`src/shared/clhp_pkg.sv`:
```
// Constants, field positions and carrier types of the display host port
package clhp_pkg;
    // ********************************
    // Timing
    // ********************************
    localparam int CLK_NS = 5;
    localparam int EXEC_NS = 18500;
    localparam int EXEC_CYC = (EXEC_NS + CLK_NS - 1) / CLK_NS;
    localparam int HOME_NS = 760000;
    localparam int HOME_CYC = (HOME_NS + CLK_NS - 1) / CLK_NS;
    localparam int CNT_W = 18;
    localparam int FIFO_DEPTH = 4;
    // ********************************
    // Interface select and memory map
    // ********************************
    localparam logic [1:0] IF_PARALLEL = 2'h0;
    localparam logic [6:0] DD_SIZE = 7'h50;
    localparam logic [6:0] LINE_LEN = 7'h28;
    localparam logic [6:0] LINE1_LAST = 7'h27;
    localparam logic [6:0] LINE2_BASE = 7'h40;
    localparam logic [6:0] LINE2_LAST = 7'h67;
    localparam logic [6:0] ONE_LAST = 7'h4F;
    localparam logic [7:0] BLANK_CODE = 8'h20;
    // ********************************
    // Instruction fields
    // ********************************
    localparam int OP_DDA = 7;
    localparam int OP_CGA = 6;
    localparam int OP_FUNC = 5;
    localparam int OP_SHIFT = 4;
    localparam int OP_ENTRY = 2;
    localparam int OP_HOME = 1;
    localparam int OP_CLEAR = 0;
    localparam int FN_DL = 4;
    localparam int FN_N = 3;
    localparam int SH_SC = 3;
    localparam int SH_RL = 2;
    localparam int EN_ID = 1;
    localparam int EN_S = 0;
    // ********************************
    // Reset values
    // ********************************
    localparam logic RST_DL = 1'b1;
    localparam logic RST_LINES = 1'b0;
    localparam logic RST_ID = 1'b1;
    // ********************************
    // Carriers
    // ********************************
    typedef struct packed {
        logic if_hi;
        logic if_lo;
        logic rs;
        logic rw;
        logic e;
        logic [7:0] db;
    } clhp_pins_t;
    typedef struct packed {
        logic to_glyph;
        logic [6:0] addr;
        logic [7:0] data;
    } clhp_wr_t;
endpackage

```
`src/rtl/clhp_port.sv`:
```
// Parallel host port of a character display controller with RAM write FIFO
//
// Overview of operation
// Interface pins pick parallel; width bit picks 4/8
// Instruction and data holding registers, eight bits
// Data read prefetches next RAM location
// Data write goes to RAM automatically
// Target RAM follows last address instruction
// Instruction register never readable by host
// Select 0, write 0 takes instruction
// Select 0, read 1 returns busy and pointer
// Select 1, write 0 fills data register
// Select 1, read 1 returns data register
// Busy high refuses new instructions
// Host polls busy before every instruction
// Busy read only on parallel interfaces
// Text RAM holds eighty eight-bit codes
// Code selects one of 256 glyphs
// One-line mode shows from head address
// Two-line map 00-27 and 40-67
// Sixteen columns show 00-0F and 40-4F
// Display shift offsets both lines by one
// Pointer steps after each RAM access
// Four-bit mode moves high nibble first

// ********************************
// Write FIFO
// ********************************
module clhp_fifo #(
    parameter int W = 16,
    parameter int D = 4
) (
    input logic mclk,
    input logic reset,
    input logic clk_en,
    input logic in_valid,
    output logic in_ready,
    input logic [W-1:0] in_data,
    output logic out_valid,
    input logic out_ready,
    output logic [W-1:0] out_data
);
    localparam int AW = $clog2(D);
    logic [W-1:0] mem [D];
    logic [AW-1:0] wp_reg;
    logic [AW-1:0] rp_reg;
    logic [AW:0] cnt_reg;
    logic push;
    logic pop;

    // Full and empty straight from the fill count
    assign in_ready = cnt_reg != (AW+1)'(D);
    assign out_valid = cnt_reg != '0;
    assign out_data = mem[rp_reg];
    assign push = in_valid & in_ready;
    assign pop = out_valid & out_ready;

    // Pointers wrap naturally, depth is a power of two
    always_ff @(posedge mclk) begin
        if (reset) begin
            wp_reg <= '0;
            rp_reg <= '0;
            cnt_reg <= '0;
        end else if (clk_en) begin
            if (push) wp_reg <= wp_reg + 1'b1;
            if (pop) rp_reg <= rp_reg + 1'b1;
            cnt_reg <= cnt_reg + (AW+1)'(push) - (AW+1)'(pop);
        end
    end

    // Storage is not reset, only pointers matter
    always_ff @(posedge mclk) begin
        if (clk_en && push) mem[wp_reg] <= in_data;
    end
endmodule

// ********************************
// Host port top
// ********************************
module clhp_port import clhp_pkg::*; #(
    parameter int HOME_CYCLES = HOME_CYC
) (
    input logic mclk,
    input logic reset,
    input logic clk_en,
    input logic interface_select_hi,
    input logic interface_select_lo,
    input logic register_select,
    input logic read_write,
    input logic enable,
    input logic [7:0] db_in,
    output logic [7:0] db_out,
    output logic db_oe,
    input logic view_line,
    input logic [6:0] view_pos,
    output logic [6:0] view_addr,
    output logic [7:0] view_code,
    output logic view_user_glyph,
    output logic busy_indicator
);
    clhp_pins_t pin_raw, s1_reg, s2_reg, s3_reg, pin_reg;
    logic e_prev_reg, e_rise, e_fall, par, done;
    logic nib_reg, bus_width_bit_reg, lines_reg, id_reg, es_reg;
    logic glyph_reg, clr_reg, pf_reg, pf_do, ins_acc, dwr, dwr_ok, drd;
    logic [3:0] hi_nib_reg;
    logic [7:0] wbyte, rd_val, instruction_holding_register_reg;
    logic [7:0] data_holding_register_reg, db_out_reg;
    logic db_oe_reg;
    logic [6:0] address_pointer_reg, offset_reg, clr_idx_reg;
    logic [CNT_W-1:0] busy_cnt_reg;
    logic [7:0] display_text_ram [80];
    logic [7:0] user_glyph_ram [64];
    logic fifo_rdy, fifo_ov;
    clhp_wr_t fifo_in, fifo_out;
    logic [7:0] col, vidx;
    logic [6:0] vlast;
    logic [6:0] view_addr_reg;
    logic [7:0] view_code_reg;
    logic view_user_glyph_reg;

    function automatic logic [6:0] ac_step(input logic [6:0] a,
        input logic up, input logic g, input logic two);
        if (g) return {1'b0, up ? a[5:0] + 6'h01 : a[5:0] - 6'h01};
        if (two && up) return a == LINE1_LAST ? LINE2_BASE :
            (a == LINE2_LAST ? 7'h00 : a + 7'h01);
        if (two) return a == 7'h00 ? LINE2_LAST :
            (a == LINE2_BASE ? LINE1_LAST : a - 7'h01);
        if (up) return a == ONE_LAST ? 7'h00 : a + 7'h01;
        return a == 7'h00 ? ONE_LAST : a - 7'h01;
    endfunction

    function automatic logic [6:0] off_step(input logic [6:0] o,
        input logic up, input logic two);
        logic [6:0] last;
        last = two ? LINE1_LAST : ONE_LAST;
        if (up) return o == last ? 7'h00 : o + 7'h01;
        return o == 7'h00 ? last : o - 7'h01;
    endfunction

    // Second line lives above the first forty cells
    function automatic logic [6:0] dd_idx(input logic [6:0] a,
        input logic two);
        return (two && a >= LINE2_BASE) ? a - LINE2_BASE + LINE_LEN : a;
    endfunction

    // ********************************
    // Pin synchronisers
    // ********************************
    assign pin_raw = {interface_select_hi, interface_select_lo,
        register_select, read_write, enable, db_in};

    // A bit only moves once stages two and three agree
    always_ff @(posedge mclk) begin
        if (reset) begin
            s1_reg <= '0;
            s2_reg <= '0;
            s3_reg <= '0;
            pin_reg <= '0;
            e_prev_reg <= 1'b0;
        end else if (clk_en) begin
            s1_reg <= pin_raw;
            s2_reg <= s1_reg;
            s3_reg <= s2_reg;
            pin_reg <= (s2_reg & ~(s2_reg ^ s3_reg))
                | (pin_reg & (s2_reg ^ s3_reg));
            e_prev_reg <= pin_reg.e;
        end
    end

    // Serial modes leave the parallel pins dead
    assign par = {pin_reg.if_hi, pin_reg.if_lo} == IF_PARALLEL;
    assign e_rise = clk_en & par & pin_reg.e & ~e_prev_reg;
    assign e_fall = clk_en & par & ~pin_reg.e & e_prev_reg;
    assign done = e_fall & (bus_width_bit_reg | nib_reg);
    assign wbyte = bus_width_bit_reg ? pin_reg.db
        : {hi_nib_reg, pin_reg.db[7:4]};
    assign busy_indicator = busy_cnt_reg != '0 | clr_reg | ~fifo_rdy
        | pf_reg;
    assign ins_acc = done & ~pin_reg.rs & ~pin_reg.rw
        & ~busy_indicator;
    assign dwr = done & pin_reg.rs & ~pin_reg.rw;
    assign dwr_ok = dwr & fifo_rdy;
    assign drd = done & pin_reg.rs & pin_reg.rw;

    // ********************************
    // Bus cycles and nibble pairing
    // ********************************
    // Status never exposes the instruction byte
    assign rd_val = pin_reg.rs ? data_holding_register_reg
        : {busy_indicator, address_pointer_reg};

    // Output data latched at the enable rise, held until its fall
    always_ff @(posedge mclk) begin
        if (reset) begin
            nib_reg <= 1'b0;
            hi_nib_reg <= 4'h0;
            db_out_reg <= 8'h00;
            db_oe_reg <= 1'b0;
        end else if (clk_en) begin
            if (e_rise && pin_reg.rw) begin
                db_oe_reg <= 1'b1;
                if (bus_width_bit_reg) db_out_reg <= rd_val;
                else if (nib_reg) db_out_reg <= {rd_val[3:0], 4'h0};
                else db_out_reg <= {rd_val[7:4], 4'h0};
            end
            if (e_fall || !par) db_oe_reg <= 1'b0;
            if (e_fall && !bus_width_bit_reg) begin
                nib_reg <= ~nib_reg;
                if (!nib_reg) hi_nib_reg <= pin_reg.db[7:4];
            end
            if (ins_acc && wbyte[OP_FUNC] && wbyte[7:6] == 2'h0)
                nib_reg <= 1'b0;
        end
    end
    assign db_out = db_out_reg;
    assign db_oe = db_oe_reg;

    // Instruction holding register, write only
    always_ff @(posedge mclk) begin
        if (reset) instruction_holding_register_reg <= 8'h00;
        else if (ins_acc) instruction_holding_register_reg <= wbyte;
    end

    // ********************************
    // Instruction decode and pointer
    // ********************************
    always_ff @(posedge mclk) begin
        if (reset) begin
            address_pointer_reg <= 7'h00;
            offset_reg <= 7'h00;
            glyph_reg <= 1'b0;
            bus_width_bit_reg <= RST_DL;
            lines_reg <= RST_LINES;
            id_reg <= RST_ID;
            es_reg <= 1'b0;
        end else if (ins_acc) begin
            if (wbyte[OP_DDA]) begin
                address_pointer_reg <= wbyte[6:0];
                glyph_reg <= 1'b0;
            end else if (wbyte[OP_CGA]) begin
                address_pointer_reg <= {1'b0, wbyte[5:0]};
                glyph_reg <= 1'b1;
            end else if (wbyte[OP_FUNC]) begin
                bus_width_bit_reg <= wbyte[FN_DL];
                lines_reg <= wbyte[FN_N];
                offset_reg <= 7'h00;
            end else if (wbyte[OP_SHIFT]) begin
                if (wbyte[SH_SC]) offset_reg <= off_step(offset_reg,
                    ~wbyte[SH_RL], lines_reg);
                else address_pointer_reg <= ac_step(address_pointer_reg,
                    wbyte[SH_RL], glyph_reg, lines_reg);
            end else if (wbyte[OP_ENTRY]) begin
                id_reg <= wbyte[EN_ID];
                es_reg <= wbyte[EN_S];
            end else if (wbyte[OP_HOME] || wbyte[OP_CLEAR]) begin
                address_pointer_reg <= 7'h00;
                offset_reg <= 7'h00;
                glyph_reg <= 1'b0;
                if (!wbyte[OP_HOME]) id_reg <= RST_ID;
            end
        end else if (dwr_ok || drd) begin
            address_pointer_reg <= ac_step(address_pointer_reg, id_reg,
                glyph_reg, lines_reg);
            if (dwr_ok && es_reg)
                offset_reg <= off_step(offset_reg, id_reg, lines_reg);
        end
    end

    // Busy time: clear, home and code 00 are long, the rest short
    always_ff @(posedge mclk) begin
        if (reset) busy_cnt_reg <= '0;
        else if (ins_acc && wbyte[7:2] == 6'h00)
            busy_cnt_reg <= CNT_W'(HOME_CYCLES);
        else if (ins_acc || dwr_ok || drd)
            busy_cnt_reg <= CNT_W'(EXEC_CYC);
        else if (clk_en && busy_cnt_reg != '0)
            busy_cnt_reg <= busy_cnt_reg - 1'b1;
    end

    // Blanking walks the whole text RAM one cell a cycle
    always_ff @(posedge mclk) begin
        if (reset) begin
            clr_reg <= 1'b0;
            clr_idx_reg <= 7'h00;
        end else if (ins_acc && wbyte == 8'h01) begin
            clr_reg <= 1'b1;
            clr_idx_reg <= 7'h00;
        end else if (clk_en && clr_reg) begin
            clr_idx_reg <= clr_idx_reg + 7'h01;
            if (clr_idx_reg == DD_SIZE - 7'h01) clr_reg <= 1'b0;
        end
    end

    // ********************************
    // Data register, FIFO and RAM
    // ********************************
    assign fifo_in = '{to_glyph: glyph_reg, addr: address_pointer_reg,
        data: wbyte};
    // Reading must wait for queued writes so it sees fresh data
    assign pf_do = clk_en & pf_reg & ~fifo_ov & ~clr_reg;

    clhp_fifo #(.W($bits(clhp_wr_t)), .D(FIFO_DEPTH)) u_fifo (
        .mclk(mclk),
        .reset(reset),
        .clk_en(clk_en),
        .in_valid(dwr),
        .in_ready(fifo_rdy),
        .in_data(fifo_in),
        .out_valid(fifo_ov),
        .out_ready(~clr_reg),
        .out_data(fifo_out)
    );

    // Pending fetch: a new request beats the completion
    always_ff @(posedge mclk) begin
        if (reset) pf_reg <= 1'b0;
        else pf_reg <= (pf_reg & ~pf_do) | drd
            | (ins_acc & (wbyte[OP_DDA] | wbyte[OP_CGA]));
    end

    always_ff @(posedge mclk) begin
        if (reset) data_holding_register_reg <= 8'h00;
        else if (dwr) data_holding_register_reg <= wbyte;
        else if (pf_do) data_holding_register_reg <= glyph_reg
            ? user_glyph_ram[address_pointer_reg[5:0]]
            : display_text_ram[dd_idx(address_pointer_reg, lines_reg)];
    end

    // Clear has priority; the FIFO stalls meanwhile
    always_ff @(posedge mclk) begin
        if (clk_en && clr_reg) display_text_ram[clr_idx_reg] <= BLANK_CODE;
        else if (clk_en && fifo_ov) begin
            if (fifo_out.to_glyph)
                user_glyph_ram[fifo_out.addr[5:0]] <= fifo_out.data;
            else if (dd_idx(fifo_out.addr, lines_reg) < DD_SIZE)
                display_text_ram[dd_idx(fifo_out.addr, lines_reg)]
                    <= fifo_out.data;
        end
    end

    // ********************************
    // Display position map
    // ********************************
    assign vlast = lines_reg ? LINE1_LAST : ONE_LAST;
    always_comb begin
        col = {1'b0, view_pos} + {1'b0, offset_reg};
        if (col > {1'b0, vlast}) col = col - {1'b0, vlast} - 8'h01;
        vidx = (lines_reg && view_line) ? col + {1'b0, LINE_LEN} : col;
    end

    always_ff @(posedge mclk) begin
        if (reset) begin
            view_addr_reg <= 7'h00;
            view_code_reg <= 8'h00;
            view_user_glyph_reg <= 1'b0;
        end else if (clk_en) begin
            view_addr_reg <= (lines_reg && view_line)
                ? LINE2_BASE + col[6:0] : col[6:0];
            view_code_reg <= vidx < {1'b0, DD_SIZE}
                ? display_text_ram[vidx[6:0]] : BLANK_CODE;
            view_user_glyph_reg <= vidx < {1'b0, DD_SIZE}
                && display_text_ram[vidx[6:0]][7:4] == 4'h0;
        end
    end
    assign view_addr = view_addr_reg;
    assign view_code = view_code_reg;
    assign view_user_glyph = view_user_glyph_reg;
endmodule

```
`config.mk`:
```
export PLATFORM = sky130hd
export DESIGN_NAME = clhp_port
export DESIGN_NICKNAME = d
export VERILOG_FILES = /design/src/shared/clhp_pkg.sv /design/src/rtl/clhp_port.sv
export SDC_FILE = /design/constraint.sdc
export NUM_CORES = 2
export LEC_CHECK = 0
export ABC_CLOCK_PERIOD_IN_PS = 9520
export BUFFER_PORTS_ARGS = -buffer_cell sky130_fd_sc_hd__buf_2
export CORE_MARGIN = 3
export CORE_UTILIZATION = 55
export DETAILED_ROUTE_END_ITERATION = 6
export GPL_TIMING_DRIVEN = 0
export PLACE_DENSITY_LB_ADDON = 0.25
export SLEW_MARGIN = 20
export SYNTH_ARGS = -nofsm -noshare
export SYNTH_HDL_FRONTEND = slang
export SYNTH_HIERARCHICAL = 1
export SYNTH_SLANG_ARGS = --single-unit
export TNS_END_PERCENT = 1
```
`constraint.sdc`:
```
create_clock -name mclk -period 9.52 [get_ports mclk]
set_clock_uncertainty 0.05 [all_clocks]
set_input_delay 0.476 -clock mclk [delete_from_list [all_inputs] [get_ports mclk]]
set_output_delay 0.476 -clock mclk [all_outputs]
set_load 0.05 [all_outputs]
```
* Word-level counts from Yosys, hierarchy flattened
Memory sizes are Yosys's and may differ from the RTL's. A register that Yosys moved wholly into a read port is not among the register bits. Cells that the tools add are included.
Cells by class: reductions and logical operators 60, eq/ne operators 21, bitwise gates (word level) 45, add/sub/neg operators 21, mux-type cells 170, order comparisons 5
Operators with widths (count):
- 7-bit two-way mux | 50
- 1-bit two-way mux | 100
- 8-bit two-way mux | 11
- 18-bit two-way mux | 3
- 7-bit equality test (second input constant) | 4
- 13-bit AND | 2
- 6-bit two-way mux | 4
- 7-bit by 1-bit adder with 7-bit output (second input constant) | 3
- 1-bit AND | 19
- 18-bit nonzero test | 1
- 2-bit nonzero test | 9
- 18-bit by 1-bit subtractor with 18-bit output (second input constant) | 1
- 1-bit logical AND | 17
- 7-bit by 6-bit adder with 7-bit output (second input constant) | 2
- 7-bit greater-or-equal comparator (second input constant) | 2
- 7-bit zero test | 2
- 1-bit inverter | 14
- 7-bit AND reduction | 2
- 7-bit by 1-bit subtractor with 7-bit output (second input constant) | 2
- 7-bit subtractor (second input constant) | 2
- 13-bit inverter | 1
- 13-bit bitwise OR | 1
- 13-bit XOR | 1
- 2-bit AND reduction | 6
- 41 further kinds | 63
Storage, ports and cells: output and inout port bits 26, memory bits (writable) 1216, memories kept 3, flip-flop bits (word level) 144
Memory list:
- display_text_ram | depth 80, bits a word 8, rd ports 2, clocked after memory_dff 0, wr ports 1, line clhp_port.sv:111 | logic [7:0] display_text_ram [80];
- user_glyph_ram | depth 64, bits a word 8, rd ports 1, clocked after memory_dff 1, wr ports 1, line clhp_port.sv:112 | logic [7:0] user_glyph_ram [64];
- u_fifo.mem | depth 4, bits a word 16, rd ports 1, clocked after memory_dff 1, wr ports 1, line clhp_port.sv:44 | logic [W-1:0] mem [D];

* Depth between registers and ports, before layout
word-level depth 49, gate-level depth with buffers 24, gate-level depth less buffers 21

* Hierarchy
Netlist, hierarchy kept.
Modules (own cells, without submodules):
- clhp_port | seq. area each 37455.9 um^2, times used 1, cells each 3418, area each 58188.3 um^2
- clhp_fifo | seq. area each 2102.0 um^2, times used 1, cells each 139, area each 2826.5 um^2

* Worst setup path before layout
OpenSTA, ideal clock, no wires.
kind input port to flip-flop, from input port view_pos[0], to register view_user_glyph_reg (netlist: view_user_glyph), arrival 5.511 ns, stages 22, path slack 3.842 ns, library setup time 0.117 ns, cell sequence ha_1 > fa_1 > a211o_1 > a2111o_1 > o311ai_0 > ha_1 > o21ai_0 > o21ai_0 > a222oi_1 > buf_4 > o21ai_0 > ha_1 > nor2_1 > a31oi_1 > mux2i_1 > nand2_1 > buf_2 > a21oi_1 > nand4_1 > o211ai_1 > nor4_1 > a32o_1
On the way: longest elaborated chain between the ends 9, elaborated cells between the ends (all ways) 11, classes of those cells add/sub: 4; order compare: 2; mux: 2; reduce/logical: 2; memory: 1
RTL lines:
- from (decl) | line clhp_port.sv:95 | input logic [6:0] view_pos,
- 7-bit by 7-bit adder with 8-bit output * | line clhp_port.sv:346 | col = {1'b0, view_pos} + {1'b0, offset_reg};
- 8-bit by 7-bit subtractor with 8-bit output | line clhp_port.sv:347 | if (col > {1'b0, vlast}) col = col - {1'b0, vlast} - 8'h01;
- 8-bit by 1-bit subtractor with 8-bit output | line clhp_port.sv:347
- 8-bit two-way mux * | line clhp_port.sv:347
- net col[4] | line clhp_port.sv:115 | logic [7:0] col, vidx;
- 8-bit by 6-bit adder with 8-bit output | line clhp_port.sv:348 | vidx = (lines_reg && view_line) ? col + {1'b0, LINE_LEN} : col;
- 8-bit two-way mux * | line clhp_port.sv:348
- memory 80 x 8 bit
- 4-bit zero test | line clhp_port.sv:362 | && display_text_ram[vidx[6:0]][7:4] == 4'h0;
- 1-bit logical AND * | line clhp_port.sv:362
- to (signal assigned) | line clhp_port.sv:361 | view_user_glyph_reg <= vidx < {1'b0, DD_SIZE}
- to (decl) | line clhp_port.sv:119 | logic view_user_glyph_reg;
Mark *: on every way through the listed nets, which the timed path passes. The rest lies on a longest branch. A chain may end at the register's enable or synchronous reset.

* Worst setup path in the final report
from register offset_reg[0], to register view_code_reg[0] (netlist: view_code[0])
On the way: longest elaborated chain between the ends 8, elaborated cells between the ends (all ways) 10, classes of those cells add/sub: 4; order compare: 2; mux: 3; memory: 1
RTL lines:
- from (decl) | line clhp_port.sv:109 | logic [6:0] address_pointer_reg, offset_reg, clr_idx_reg;
- from (signal assigned) | line clhp_port.sv:248 | if (wbyte[SH_SC]) offset_reg <= off_step(offset_reg,
- from (signal assigned) | line clhp_port.sv:265 | offset_reg <= off_step(offset_reg, id_reg, lines_reg);
- 7-bit by 7-bit adder with 8-bit output * | line clhp_port.sv:346
- 8-bit by 7-bit subtractor with 8-bit output | line clhp_port.sv:347
- 8-bit by 1-bit subtractor with 8-bit output | line clhp_port.sv:347
- 8-bit two-way mux * | line clhp_port.sv:347
- net col[4] | line clhp_port.sv:115
- 8-bit by 6-bit adder with 8-bit output | line clhp_port.sv:348
- 8-bit two-way mux * | line clhp_port.sv:348
- memory 80 x 8 bit / 8-bit by 7-bit < comparator with 1-bit output (equally long branches)
- 8-bit two-way mux * | line clhp_port.sv:360 | ? display_text_ram[vidx[6:0]] : BLANK_CODE;
- to (signal assigned) | line clhp_port.sv:359 | view_code_reg <= vidx < {1'b0, DD_SIZE}
- to (decl) | line clhp_port.sv:118 | logic [7:0] view_code_reg;
Marks and branches as above.

==> impl_results.md <==
- Die height: approximately 340 um
- Core outline area: approximately 110,000 um^2
- Top FF cell, synth: edfxtp_1
- DR WL met2: 81.8 mm
- Final WL: 178 mm
- RePlAce Congestion: a little under 1
- Post-synth EDFFs: 1,216
- Post-cts resize count: 0
- Post-synthesis cell type with the largest combined area: edfxtp_1
- Internal power: 10,200 uW
- Filler cells: between 7,000 and 8,000
- Highest routed metal layer: met5
- Sw Share: approximately a quarter
- Grt total ovfl: 0
- Synth unique cells: 85
- Top cell type's share of synthesized area: between 50% and 60%
- Clock Pin Slew Worst Setup and Hold Paths: roughly 0.060 ns
- Die width: roughly 340 um
- Clk_lat worst skew: between 0.7 and 0.8 ns
- Routed len/inst: 33.1 um
- Max frequency: 0.131 GHz
- Fin Setup TNS: 0 ns
- Final antenna-violating net count: 0
- CTS tree: built
- I/O Buffers: 49
- Slowest cell on the critical path: o311ai_0
- Initial cell density of the core: 55.7%
- Final Hold Vio Count: 0
- Setup Buffers After CTS: 0
- Vias in the first global route: 35,900
- HP Class: in2reg
- Area grow syn2layout: 12.0%
- Die area: 115,000 um^2
- Syn Nets: 3,610
- DRT iter0 DRCs: about 5,300
- First-pass DRT Iterations: 6
- Status: completed
- Seq cells post-synth: between 1,000 and 1,500
- Mapped Cells: 3,557
- CTS Buf Count: 143
- Top Ports: 50
- Worst Path Required: around 10 ns
- Largest net degree at the start of global routing: 80
- Antenna cells: 0
- Critical Path Start Type: flip-flop
- Most common cell after layout, fill and taps aside: edfxtp_1
- Clock sinks: 1,368
- Vias/cell: approximately 6.9
- Final period util: between 80% and 90%
- Total vias in the final route: 36,900
- FF/Latch Area: between 30,000 and 40,000 um^2
- Most flops, register: display_text_ram
- Comb power frac: around 9%
- Net Switching: 3250 uW
- Total global-route track usage: between 30% and 40%
- Most frequent cells in the layout: edfxtp_1, mux4_2, nor2_1, nand2_1, clkbuf_1
- Residual DRC: 0
- Max reg flops: 640
- Maximum VDD drop: 0.000177 V
- FFs w/ async S/R, synth: 0%
- Sequential power share: approximately 49%
- Pwr Total: ~13,000 uW
- CP Class: reg2reg
- Root Buffer: clkbuf_16
- Syn avg cell area: 17.2 um^2
- Largest cells by area after synthesis: edfxtp_1, mux4_2, dfxtp_1
- Global-route wire length before repair: approximately 260 mm
- Least-Margin Pin Slew: 1.24 ns
- Clock period minus final worst setup slack: 7.64 ns
- RSZ-0062 raised after global routing: false
- Synthesized area: 61,000 um^2
- Hold Buf Count CTS: 13
- CP Capture Type: flip-flop
- Worst hold stages: 2
- Leakage Power: between 0.02 and 0.025 uW
- Multi-input logic area: 20,500 um^2
- Setup Viol. Count Final: 0
- Sequential-to-total area share from yosys stat: around two thirds
- Layout Nets: about 3,800
- Layout cells sized above 1: 24.2%
- CP max stage delay: between 0.7 and 0.8 ns
- PD cells: around 200 nW/um^2
- Std cell rows: 121
- Initial antenna violation count: 2
- Max H-tree Level: 4
- R2r worst-path depth: 20
- Cells along the critical path: ha_1 > fa_1 > a211o_1 > a21oi_1 > o311ai_0 > ha_1 > o21ai_0 > o21ai_0 > a222oi_1 > buf_4 > o21ai_0 > ha_1 > nor2_1 > a31oi_1 > mux2i_2 > nand2_1 > buf_2 > a311oi_1 > a31o_1 > o21ai_1
- Clock Path Buffers: 3
- Clock power share: 41.8%
- HPWL Detailed: 121 mm
- Met1 WL: 66.0 mm
- Synth Warn #: 6
- Relative slew slack: roughly 17%
- Met3 wire len: about 19 mm
- Data arrival, critical path: 8.23 ns
- Critical path fanouts, max: 10
- Slew Viols, Final: 0
- Max Cap Violations: 0
[final timing paths]
path / startpoint / to / slack [ns]
setup / recovery: offset_reg[0] / view_code[0] / 1.88
hold / removal: clk_en / u_fifo/cnt_reg[1] / 0.06
hold reg to reg: db_out[2] / db_out[2] / 0.41
setup reg to reg: offset_reg[0] / view_code[0] / 1.88
[per-stage QoR]
step,setup slack [ns],util [%],hold WS [ns],area [um^2],std cells
after floorplan,3.84,-,0.394,61000,3557
after global placement,1.70,57.7,0.400,63100,5082
after detailed placement,1.65,57.9,0.405,63400,5094
after CTS,1.79,62.4,0.0296,68300,5367
after global routing,1.54,62.4,0.0672,68300,5368
final,1.88,62.4,0.0553,68300,5368
[synth_stat cells (14+ instances only)]
| library cell | n |
|---|---|
| a211oi_1 | 35 |
| a21o_1 | 18 |
| a21oi_1 | 90 |
| a31oi_1 | 17 |
| and2_1 | 20 |
| and3_1 | 18 |
| buf_1 | 57 |
| buf_2 | 14 |
| clkbuf_1 | 151 |
| dfxtp_1 | 152 |
| edfxtp_1 | 1216 |
| ha_1 | 27 |
| inv_1 | 38 |
| mux2_2 | 20 |
| mux2i_1 | 88 |
| mux4_2 | 553 |
| nand2_1 | 233 |
| nand2b_1 | 16 |
| nand3_1 | 89 |
| nand4_1 | 21 |
| nor2_1 | 336 |
| nor3_1 | 34 |
| o21ai_0 | 72 |
| xnor2_1 | 25 |
| xor2_1 | 15 |
[routing by layer]
| metal | up-vias | global-route usage [%] |
|---|---|---|
| li1 | 14900 | - |
| met3 | 475 | 6.58 |
| met4 | 2 | 16.1 |
| met1 | 19100 | 42.8 |
| met2 | 2388 | 47.3 |
| met5 | - | 0 |
[power by group through the flow]
stage	clock network (uW)	logic (uW)	registers (uW)
global route	5910	1250	6650
floorplan	0	729	6770
detailed placement	0	1140	6770
global placement	0	1100	6770
finish	5620	1180	6640
CTS	5650	1150	6640
[area by class of cell]
cell class	count	area share, %
clock buffer	183	5.67
sequential	1368	57.9
multi-input combinational	1922	30.0
tap	1476	2.70
buffer	228	1.40
clock inverter	77	1.23
inverter	39	0.214
timing repair buffer	75	0.906
[worst max-delay path: cells and delay by family (launching register included)]
family,cells,cell delay [ns]
and+or+nand+nor,2,0.78
AOI/OAI and AO/OA,11,3.52
DFF,1,0.51
adders and majority gates,4,1.32
buffers and inverters,2,0.67
muxes,1,0.66
[cells by family after synthesis]
kind of cell	share of synthesized area [%]
DFF	64.8
buffers and inverters	1.73
and+or+nand+nor	6.09
xor gates and xnor gates	0.601
AOI/OAI and AO/OA	3.78
adders and majority gates	0.619
muxes	22.4
(Power assumes the default switching activity.)
